[config.mk]
export PLATFORM = sky130hd
export DESIGN_NAME = sync_freeze_control_issuer
export DESIGN_NICKNAME = d
export VERILOG_FILES = /design/src/include/sync_freeze_pkg.sv /design/src/design/trigger_watch.sv /design/src/design/slot_match.sv /design/src/design/sync_freeze_control_issuer.sv
export SDC_FILE = /design/constraint.sdc
export NUM_CORES = 1
export LEC_CHECK = 0
export BUFFER_PORTS_ARGS = -buffer_cell sky130_fd_sc_hd__buf_2
export CORE_MARGIN = 2
export CORE_UTILIZATION = 40
export DETAILED_ROUTE_END_ITERATION = 16
export PLACE_DENSITY = 0.54
export SYNTH_ARGS = -nofsm -noshare
export SYNTH_HDL_FRONTEND = slang
export SYNTH_SLANG_ARGS = --single-unit
[constraint.sdc]
create_clock -name core_clk -period 4.5 [get_ports core_clk]
set_input_delay 0.225 -clock core_clk [delete_from_list [all_inputs] [get_ports core_clk]]
set_output_delay 0.225 -clock core_clk [all_outputs]
set_load 0.05 [all_outputs]
[src/include/sync_freeze_pkg.sv]
package sync_freeze_pkg;

   // sizes
   localparam int NUM_SLOTS     = 8;
   localparam int SLOT_IDX_W    = 3;
   localparam int ADDR_W        = 12;
   localparam int GRP_FLAG_BIT  = 7;

   // register offsets (byte addresses)
   localparam logic [11:0] OFF_CONTROL   = 12'h000;
   localparam logic [11:0] OFF_STATUS    = 12'h004;
   localparam logic [11:0] OFF_LAST_CMD  = 12'h008;
   localparam logic [11:0] OFF_SLOT_BASE = 12'h020;
   localparam int          SLOT_IDX_LSB  = 2;
   localparam int          SLOT_SEL_LSB  = 5;

   // control word byte positions
   localparam int BYTE_GROUP_LSB   = 0;
   localparam int BYTE_STATION_LSB = 8;
   localparam int BYTE_CODE_LSB    = 16;
   localparam int BYTE_TRIGGER_LSB = 24;

   // slot word field positions
   localparam int SLOT_STATION_LSB = 0;
   localparam int SLOT_GROUP_LSB   = 8;
   localparam int SLOT_FLAGS_LSB   = 16;

   // status word field positions
   localparam int STAT_FROZEN_LSB = 0;
   localparam int STAT_SYNC_LSB   = 8;
   localparam int STAT_COUNT_LSB  = 16;
   localparam int STAT_BADCODE    = 24;

   // reset values
   localparam logic [31:0] CONTROL_RESET = 32'h0000_0000;
   localparam logic [18:0] SLOT_RESET    = 19'h0_0000;
   localparam logic [7:0]  COUNT_RESET   = 8'h00;

   // command encodings
   localparam logic [7:0] CODE_UNFREEZE     = 8'h01;
   localparam logic [7:0] CODE_FREEZE       = 8'h02;
   localparam logic [7:0] CODE_UNSYNC       = 8'h04;
   localparam logic [7:0] CODE_SYNC         = 8'h08;
   localparam logic [7:0] GROUP_GLOBAL      = 8'hff;
   localparam logic [6:0] STATION_BROADCAST = 7'h7f;
   localparam logic [3:0] GROUP_NONE        = 4'h0;
   localparam logic [3:0] GROUP_MAX         = 4'h8;

   typedef enum {ST_ARM, ST_WATCH} watch_state_t;

   typedef struct packed {
      logic [7:0] groupMask;
      logic [6:0] station;
      logic [7:0] code;
   } sf_cmd_t;

   typedef struct packed {
      logic [6:0] station;
      logic [3:0] groupNum;
      logic [7:0] opFlags;
   } slot_cfg_t;

   function automatic logic codeKnown(input logic [7:0] code);
      codeKnown = (code == CODE_UNFREEZE) || (code == CODE_FREEZE) ||
                  (code == CODE_UNSYNC) || (code == CODE_SYNC);
   endfunction : codeKnown

endpackage : sync_freeze_pkg

[src/design/trigger_watch.sv]
`timescale 1ns/1ps
module trigger_watch (
   // clock and reset
   input  wire logic       core_clk,
   input  wire logic       reset_n,
   // trigger byte
   input  wire logic [7:0] triggerByte,
   output wire logic       triggerChanged
);

   sync_freeze_pkg::watch_state_t state;
   logic [7:0]                    refByte;

   // first cycle after reset only takes the reference
   assign triggerChanged = (state == sync_freeze_pkg::ST_WATCH) && (triggerByte != refByte);

   always_ff @(posedge core_clk or negedge reset_n) begin
      if (!reset_n) begin
         state   <= sync_freeze_pkg::ST_ARM;
         refByte <= 8'h00;
      end else begin
         case (state)
            sync_freeze_pkg::ST_ARM: begin
               refByte <= triggerByte;
               state   <= sync_freeze_pkg::ST_WATCH;
            end
            sync_freeze_pkg::ST_WATCH: begin
               if (triggerChanged) begin
                  refByte <= triggerByte;
               end
            end
            default: begin
               state <= sync_freeze_pkg::ST_ARM;
            end
         endcase
      end
   end

endmodule : trigger_watch

[src/design/slot_match.sv]
`timescale 1ns/1ps
module slot_match (
   // slot setup and command
   input  wire sync_freeze_pkg::slot_cfg_t cfg,
   input  wire sync_freeze_pkg::sf_cmd_t   cmd,
   // result
   output wire logic                       selected
);

   logic       addrHit;
   logic       groupOk;
   logic       isGlobal;
   logic       grpEnabled;
   logic       grpInRange;
   logic [7:0] grpBit;

   assign addrHit    = (cmd.station == sync_freeze_pkg::STATION_BROADCAST) ||
                       (cmd.station == cfg.station);
   assign isGlobal   = (cmd.groupMask == sync_freeze_pkg::GROUP_GLOBAL);
   assign grpEnabled = cfg.opFlags[sync_freeze_pkg::GRP_FLAG_BIT];
   assign grpInRange = (cfg.groupNum != sync_freeze_pkg::GROUP_NONE) &&
                       (cfg.groupNum <= sync_freeze_pkg::GROUP_MAX);
   // mask bit n selects group n+1
   assign grpBit     = grpInRange ? (8'h01 << (cfg.groupNum - 4'h1)) : 8'h00;
   assign groupOk    = isGlobal || (grpEnabled && ((cmd.groupMask & grpBit) != 8'h00));
   assign selected   = addrHit && groupOk;

endmodule : slot_match

[src/design/sync_freeze_control_issuer.sv]
// The APB interface to the registers and the register offsets were chosen for this implementation.
`timescale 1ns/1ps
// Summary of operation
// - freeze makes selected slaves snapshot inputs together
// - frozen state held until unfreeze
// - sync makes selected slaves apply outputs together
// - outputs static until unsync or new sync
// - each further sync updates outputs
// - byte 0 mask: bit n is group n+1
// - group byte FFH means global group zero
// - byte 1 station address, 7FH broadcasts
// - code 01H unfreeze, 02H freeze
// - code 04H unsync, 08H sync
// - trigger byte change issues one command when the code is known
// - group control needs operating flag bit 7
module sync_freeze_control_issuer (
   // clock and reset
   input  wire logic                                   core_clk,
   input  wire logic                                   reset_n,
   // apb slave
   input  wire logic                                   psel,
   input  wire logic                                   penable,
   input  wire logic                                   pwrite,
   input  wire logic [11:0]                            paddr,
   input  wire logic [31:0]                            pwdata,
   output logic      [31:0]                            prdata,
   output logic                                        pready,
   output logic                                        pslverr,
   // global control command towards the fieldbus
   output logic                                        cmdValid,
   output sync_freeze_pkg::sf_cmd_t                    cmdOut,
   // per-slot effects
   output logic      [sync_freeze_pkg::NUM_SLOTS-1:0] freezeStrobe,
   output logic      [sync_freeze_pkg::NUM_SLOTS-1:0] syncStrobe,
   output logic      [sync_freeze_pkg::NUM_SLOTS-1:0] frozen,
   output logic      [sync_freeze_pkg::NUM_SLOTS-1:0] syncMode
);

   localparam int N = sync_freeze_pkg::NUM_SLOTS;

   // register storage
   logic [31:0]                 controlWord;
   sync_freeze_pkg::slot_cfg_t  slotCfg [N];
   sync_freeze_pkg::sf_cmd_t    cmdHeld;
   logic                        issuePending;
   logic [7:0]                  issueCount;
   logic                        badCode;

   // trigger watch
   logic                        triggerChanged;

   // apb decode
   wire logic                   setupPhase;
   wire logic                   accessDone;
   wire logic                   wrDone;
   wire logic                   hitControl;
   wire logic                   hitStatus;
   wire logic                   hitLastCmd;
   wire logic                   hitSlot;
   wire logic                   addrMapped;
   wire logic                   wrControl;
   wire logic                   wrStatus;
   wire logic                   wrSlot;
   wire logic [2:0]             slotIdx;
   wire logic [31:0]            statusWord;
   wire logic [31:0]            lastCmdWord;
   wire logic [31:0]            slotWord;
   wire logic [31:0]            readMux;
   wire sync_freeze_pkg::sf_cmd_t sampledCmd;

   // command decode
   wire logic [N-1:0]           selected;
   wire logic                   cmdKnown;
   wire logic                   doFreeze;
   wire logic                   doUnfreeze;
   wire logic                   doSync;
   wire logic                   doUnsync;

   assign setupPhase = psel && !penable;
   assign accessDone = psel && penable && pready;
   assign wrDone     = accessDone && pwrite;

   assign hitControl = (paddr == sync_freeze_pkg::OFF_CONTROL);
   assign hitStatus  = (paddr == sync_freeze_pkg::OFF_STATUS);
   assign hitLastCmd = (paddr == sync_freeze_pkg::OFF_LAST_CMD);
   assign hitSlot    = (paddr[11:sync_freeze_pkg::SLOT_SEL_LSB] ==
                        sync_freeze_pkg::OFF_SLOT_BASE[11:sync_freeze_pkg::SLOT_SEL_LSB]) &&
                       (paddr[1:0] == 2'h0);
   assign addrMapped = hitControl || hitStatus || hitLastCmd || hitSlot;
   assign slotIdx    = paddr[sync_freeze_pkg::SLOT_IDX_LSB +: sync_freeze_pkg::SLOT_IDX_W];

   assign wrControl  = wrDone && hitControl;
   assign wrStatus   = wrDone && hitStatus;
   assign wrSlot     = wrDone && hitSlot;

   assign statusWord = {7'h00,
                        badCode,
                        issueCount,
                        syncMode,
                        frozen};

   assign lastCmdWord = {8'h00,
                         cmdHeld.code,
                         1'b0,
                         cmdHeld.station,
                         cmdHeld.groupMask};

   assign slotWord = {8'h00,
                      slotCfg[slotIdx].opFlags,
                      4'h0,
                      slotCfg[slotIdx].groupNum,
                      1'b0,
                      slotCfg[slotIdx].station};

   assign readMux = hitControl ? controlWord :
                    hitStatus  ? statusWord  :
                    hitLastCmd ? lastCmdWord :
                    hitSlot    ? slotWord    :
                                 32'h0000_0000;

   // control bytes as they stand when the trigger moves
   assign sampledCmd.groupMask = controlWord[sync_freeze_pkg::BYTE_GROUP_LSB +: 8];
   assign sampledCmd.station   = controlWord[sync_freeze_pkg::BYTE_STATION_LSB +: 7];
   assign sampledCmd.code      = controlWord[sync_freeze_pkg::BYTE_CODE_LSB +: 8];

   assign cmdKnown   = sync_freeze_pkg::codeKnown(cmdHeld.code);
   assign doUnfreeze = issuePending && (cmdHeld.code == sync_freeze_pkg::CODE_UNFREEZE);
   assign doFreeze   = issuePending && (cmdHeld.code == sync_freeze_pkg::CODE_FREEZE);
   assign doUnsync   = issuePending && (cmdHeld.code == sync_freeze_pkg::CODE_UNSYNC);
   assign doSync     = issuePending && (cmdHeld.code == sync_freeze_pkg::CODE_SYNC);

   trigger_watch u_trigger_watch (
      .core_clk       (core_clk),
      .reset_n        (reset_n),
      .triggerByte    (controlWord[sync_freeze_pkg::BYTE_TRIGGER_LSB +: 8]),
      .triggerChanged (triggerChanged)
   );

   genvar gi;
   generate
      for (gi = 0; gi < N; gi++) begin : g_slot
         slot_match u_slot_match (
            .cfg      (slotCfg[gi]),
            .cmd      (cmdHeld),
            .selected (selected[gi])
         );
      end
   endgenerate

   // apb answer: no wait state, ready and data registered in the setup cycle
   always_ff @(posedge core_clk or negedge reset_n) begin
      if (!reset_n) begin
         pready  <= 1'b0;
         pslverr <= 1'b0;
         prdata  <= 32'h0000_0000;
      end else begin
         pready  <= setupPhase;
         pslverr <= setupPhase && !addrMapped;
         prdata  <= (setupPhase && !pwrite) ? readMux : 32'h0000_0000;
      end
   end

   always_ff @(posedge core_clk or negedge reset_n) begin
      if (!reset_n) begin
         controlWord <= sync_freeze_pkg::CONTROL_RESET;
      end else if (wrControl) begin
         controlWord <= pwdata;
      end
   end

   always_ff @(posedge core_clk or negedge reset_n) begin
      if (!reset_n) begin
         for (int i = 0; i < N; i++) begin
            slotCfg[i] <= sync_freeze_pkg::SLOT_RESET;
         end
      end else if (wrSlot) begin
         slotCfg[slotIdx].station  <= pwdata[sync_freeze_pkg::SLOT_STATION_LSB +: 7];
         slotCfg[slotIdx].groupNum <= pwdata[sync_freeze_pkg::SLOT_GROUP_LSB +: 4];
         slotCfg[slotIdx].opFlags  <= pwdata[sync_freeze_pkg::SLOT_FLAGS_LSB +: 8];
      end
   end

   // capture the whole command in one edge with the trigger change
   always_ff @(posedge core_clk or negedge reset_n) begin
      if (!reset_n) begin
         cmdHeld      <= '0;
         issuePending <= 1'b0;
      end else begin
         issuePending <= triggerChanged;
         if (triggerChanged) begin
            cmdHeld <= sampledCmd;
         end
      end
   end

   // fieldbus command frame, one pulse per accepted change
   always_ff @(posedge core_clk or negedge reset_n) begin
      if (!reset_n) begin
         cmdValid <= 1'b0;
         cmdOut   <= '0;
      end else begin
         cmdValid <= issuePending && cmdKnown;
         if (issuePending && cmdKnown) begin
            cmdOut <= cmdHeld;
         end
      end
   end

   // bad code flag: a new bad code wins over the clear
   always_ff @(posedge core_clk or negedge reset_n) begin
      if (!reset_n) begin
         badCode    <= 1'b0;
         issueCount <= sync_freeze_pkg::COUNT_RESET;
      end else begin
         if (issuePending && !cmdKnown) begin
            badCode <= 1'b1;
         end else if (wrStatus && pwdata[sync_freeze_pkg::STAT_BADCODE]) begin
            badCode <= 1'b0;
         end
         if (issuePending && cmdKnown) begin
            issueCount <= issueCount + 8'h01;
         end
      end
   end

   // per-slot freeze and sync state
   always_ff @(posedge core_clk or negedge reset_n) begin
      if (!reset_n) begin
         freezeStrobe <= '0;
         syncStrobe   <= '0;
         frozen       <= '0;
         syncMode     <= '0;
      end else begin
         // all selected slots strobe on the same edge
         freezeStrobe <= doFreeze ? selected : '0;
         syncStrobe   <= doSync ? selected : '0;
         if (doFreeze) begin
            frozen <= frozen | selected;
         end else if (doUnfreeze) begin
            frozen <= frozen & ~selected;
         end
         if (doSync) begin
            syncMode <= syncMode | selected;
         end else if (doUnsync) begin
            syncMode <= syncMode & ~selected;
         end
      end
   end

endmodule : sync_freeze_control_issuer

* Word-level counts from Yosys, hierarchy flattened
Index checks and enable logic that the tools add are counted.
** Storage, ports and cells
- Register bits :: 347
- Output and inout bits :: 90
** Cells by class
- Shifts and indexed selects :: 8
- $add $sub $neg :: 9
- Mux-type cells :: 36
- Reductions and logical operators :: 93
- Magnitude comparators :: 10
- Equality and inequality tests :: 21
- Bitwise gates (word level) :: 14
** Operator list (count)
- $bwmux 152 :: 3
- $demux 19 s3 :: 3
- $mux 8 :: 16
- $and 8x8->8 :: 10
- $mux 32 :: 2
- $pmux 32 s2 :: 1
- $reduce_bool 8->1 :: 8
- $shl 1x4->8 const A :: 8
- $bmux 19 s3 :: 1
- $mux 19 :: 3
- $eq 7x7->1 :: 8
- $mux 24 :: 2
- $logic_and 1x1->1 :: 43
- $eq 32x1->1 const B :: 1
- $eq 32x2->1 const B :: 1
- $le 4x4->1 const B :: 8
- $logic_not 32->1 :: 1
- $reduce_bool 4->1 :: 8
- $sub 4x1->4 const B :: 8
- $mux 25 :: 1
- $logic_or 1x1->1 :: 22
- $or 8x8->8 :: 2
- $pmux 8 s2 :: 1
- $eq 12x3->1 const B :: 1
- 22 further kinds :: 29

* Longest topological paths before layout
- Depth in word-level cells :: 12
- Mapped depth :: 8
- Depth with buffers taken out :: 5

* By module
From an unflattened synthesis, not the netlist that was laid out.
** Unflattened totals
- Cell total of the unflattened synthesis :: 1153
- Area, all modules :: 15061.9 um^2
** By module, submodules not included
- sync_freeze_control_issuer :: instances 1, cells an instance 924, sequential area each 7682.4 um^2, area an instance 13131.3 um^2
- slot_match :: instances 8, cells an instance 25, sequential area each 0.0 um^2, area an instance 197.7 um^2
- trigger_watch :: instances 1, cells an instance 29, sequential area each 225.2 um^2, area an instance 349.1 um^2

* Least setup slack after synthesis
OpenSTA, ideal clock, no wires.
- Path type :: register to register
- Start :: register pready
- End :: register slotCfg[10] (netlist bit)
- Cell stages (with the launch flop) :: 7
- Clock period less this slack :: 2179 ps
- Buffers on the path :: 2
- Setup slack :: 2321 ps
- Data arrival time :: 2054 ps
- Required time :: 4375 ps
- Cell sequence :: dfrtp_1 > nand4_1 > nor3_1 > and3_1 > buf_4 > buf_4 > mux2_2
** On the way
- Longest elaborated chain between the ends :: 3
** RTL lines
- start: declaration :: line sync_freeze_control_issuer.sv:27 : output logic pready,
- start signal: assignment :: line sync_freeze_control_issuer.sv:157 : pready <= setupPhase;
- $logic_and 1x1->1 :: line sync_freeze_control_issuer.sv:80 : assign accessDone = psel && penable && pready;
- $logic_and 1x1->1 :: line sync_freeze_control_issuer.sv:81 : assign wrDone = accessDone && pwrite;
- $logic_and 1x1->1 :: line sync_freeze_control_issuer.sv:94 : assign wrSlot = wrDone && hitSlot;
- end signal: indexed assignment :: line sync_freeze_control_issuer.sv:174 : slotCfg[i] <= sync_freeze_pkg::SLOT_RESET;
- end: declaration :: line sync_freeze_control_issuer.sv:43 : sync_freeze_pkg::slot_cfg_t slotCfg [N];
No other way between the ends.
A chain may end at the register's enable or synchronous reset.

==> flow_metrics.env <==
export IMPL_slowest_stage="a311oi_1"
export IMPL_avgSynthCellArea_sq_um=13.5
export IMPL_status="finished clean"
export IMPL_fmax_mhz=354
export IMPL_cts_tree="done"
export IMPL_grt_max_degree=109
export IMPL_io_buffer_count=138
export IMPL_setup_viol=0
export IMPL_overflow=0
export IMPL_grt_usage_pct=22.0
export IMPL_ant_nets=0
export IMPL_start_util_pct=40.7
export IMPL_wire_per_inst_um=24.2
export IMPL_p_leak_uw=0.00868
export IMPL_clk_latency_ns=0.52
export IMPL_vdd_drop_max_v=0.000181
export IMPL_h_tree_depth=2
export IMPL_cts_resized=0
export IMPL_synth_edf_count=0
export IMPL_slew_viol_final=0
export IMPL_die_x_um=198
export IMPL_slowest_delay_ns=0.99
export IMPL_ios=139
export IMPL_seq_area_frac_synth_pct=52.8
export IMPL_startpoint_type="flip-flop"
export IMPL_dr_pass1_iters=5
export IMPL_grt_pass1_wl_mm=64.2
export IMPL_critPathCaptureType="flip-flop"
export IMPL_place_congestion=0.808
export IMPL_final_cell_mix="dfrtp_1, mux2_2, buf_2"
export IMPL_clk_transition_reported_paths_ns=0.06
export IMPL_cts_root_buf="clkbuf_16"
export IMPL_worstSetupPathType="reg -> reg"
export IMPL_post_cts_setup_buffers=0
export IMPL_drc=0
export IMPL_synth_seq_cells=316
export IMPL_grt_pass1_vias=9914
export IMPL_crit_required_ns=4.87
export IMPL_antenna_found_initial=3
export IMPL_numCtsBuffers=35
export IMPL_ff2ff_path_depth=5
export IMPL_drt_iter0_drc=765
export IMPL_slew_headroom_pct=17.5
export IMPL_nets=1293
export IMPL_row_count=70
export IMPL_dieArea_sq_um=39000
export IMPL_cts_sinks=316
export IMPL_crit_chain="mux2_2 > a311o_1 > a311oi_1 > or2_2 > o21ai_0"
export IMPL_period_share_pct=62.7
export IMPL_area_delta_synth_final_pct=16.3
export IMPL_crit_fanout=12
export IMPL_arrival_ns=3.19
export IMPL_drive_gt1_share_pct=40.6
export IMPL_fin_tns_setup_ns=0
export IMPL_worst_slew_pin_slew_ns=1.23
export IMPL_wirelength_mm=42.0
export IMPL_min_path_cells=3
export IMPL_synth_fp_nets=1163
export IMPL_placed_cell_area_sq_um=16100
export IMPL_final_area_sq_um=17400
export IMPL_vias_per_cell=5.71
export IMPL_rsz0062_at_grt="false"
export IMPL_dp_hpwl_mm=28.6
export IMPL_synthesis_area_sq_um=15000
export IMPL_hold_class="in -> reg"
export IMPL_vias=9922
export IMPL_final_common_cell="dfrtp_1"
export IMPL_synth_cells=1113
export IMPL_hold_viol=0
export IMPL_yosysWarnings=0
export IMPL_async_reset_ff_share_pct=100
export IMPL_finalClockSkew_ns=0.0144
export IMPL_ctsLongestPathBuffers=3
export IMPL_ys_flop_type="dfrtp_1"
export IMPL_n_fill_cell=3261
export IMPL_synth_cell_types=53
export IMPL_max_cap_violations=0
export IMPL_core_area_sq_um=36800
export IMPL_die_h_um=198
export IMPL_finalCriticalPeriod_ns=2.82
export IMPL_power_density_nw_per_um2=340
-- cells in the mapped netlist, drive strengths merged (12+ instances only) --
master / n / area share (%)
nand2: 24 / 0.63
o21ai: 36 / 1.2
o31ai: 14 / 0.70
buf: 40 / 1.4
clkbuf: 41 / 1.0
mux2: 234 / 18
dfrtp: 316 / 53
nor4bb: 14 / 0.94
nor2: 43 / 1.1
nand2b: 17 / 0.71
mux2i: 21 / 1.4
nand4: 12 / 0.50
a21oi: 12 / 0.40
mux4: 46 / 6.9
and3: 12 / 0.50
nor3: 25 / 0.91
xor2: 49 / 2.9
nor4: 17 / 0.75
inv: 20 / 0.50
xnor2: 24 / 1.4
a221oi: 13 / 0.76
-- report_power, final --
group,switching [uW],leakage [uW],internal [uW]
clock network,1140,0.000569,1730
registers,1.64,0.00439,2840
logic,151,0.00371,58.1
total,1300,0.00868,4630
-- per-stage QoR --
step           util [%]  hold WS, ns  std cells  power [uW]  setup slack (ns)
4_1_cts            47.4       0.0210       1735        6000              1.69
3_5_place_dp       43.8        0.346       1660        3100              1.56
5_1_grt            47.4       0.0418       1735        6130              1.59
3_3_place_gp       43.8        0.337       1660        3100              1.63
2_1_floorplan         -      -0.0706       1113        2960              2.32
6_report           47.4       0.0467       1737        5930              1.68
-- routing by layer --
layer	GRT usage [%]	wire [um]	vias to the layer above
met3	4.61	2440	57
li1	-	-	4370
met2	32.2	18200	302
met4	5.71	801	4
met1	33.1	20500	5189
met5	0	27	-
-- worst paths after layout --
| path | start | to | slack, ns |
|---|---|---|---|
| worst max-delay path | cmdHeld[17]$_DFFE_PN0P_ | flip-flop | 1.68 |
| max in group asynchronous | reset_n | slotCfg[128]$_DFFE_PN0P_ | 2.95 |
| min in group asynchronous | reset_n | cmdOut[4]$_DFFE_PN0P_ | 0.36 |
| worst max register to register | cmdHeld[17]$_DFFE_PN0P_ | flip-flop | 1.68 |
| worst min register to register | controlWord[28]$_DFFE_PN0P_ | u_trigger_watch.refByte[4]$_DFFE_PN0P_ | 0.44 |
| worst min-delay path | psel | pready$_DFF_PN0_ | 0.05 |
-- state kept, by name, summed over array words and instances, names as in the netlist, named ones only --
signal,flops
freezeStrobe,8
pslverr,1
cmdValid,1
issueCount,8
u_trigger_watch.state,1
controlWord,32
syncStrobe,8
cmdOut,23
badCode,1
pready,1
slotCfg,152
prdata,32
u_trigger_watch.refByte,8
cmdHeld,23
issuePending,1
-- critical path, delay by kind of cell (launching register included) --
family	cells	cell delay [ns]
AOI/OAI and AO/OA	3	1.41
DFF	1	0.61
muxes	1	0.38
and+or+nand+nor	1	0.26
-- logic make-up (layout without fill, tap and decap cells) --
logic type               after synthesis  count (layout)  share of synthesized area (%)
multiplexers                         301             301                           26.7
buffers and inverters                101             255                           2.93
AND/OR/NAND/NOR                      203             203                           7.89
AO/OA/AOI/OAI                        117             117                           5.35
adder cells (fa/ha/maj)                1               1                         0.0835
flip-flops                           316             316                           52.8
other                                  1               3                         0.0250
XOR/XNOR                              73              73                           4.27
-- final cells by class --
cell class | instances | area (sq um) | share of cell area [%]
antenna | 2 | 5.00 | 0.0287
clock buffer | 50 | 1040 | 6.00
clock inverter | 11 | 110 | 0.632
inverter | 20 | 75.1 | 0.431
multi-input combinational | 696 | 6680 | 38.3
sequential | 316 | 7910 | 45.4
tap | 468 | 586 | 3.36
timing repair buffer | 174 | 1020 | 5.86
-- repair_timing --
action,CTS,global route
hold buffers,14,0
setup endpoints to repair,0,0
endpoints found under the hold margin,117,0
Note: power is estimated with default switching activity, not from simulation.
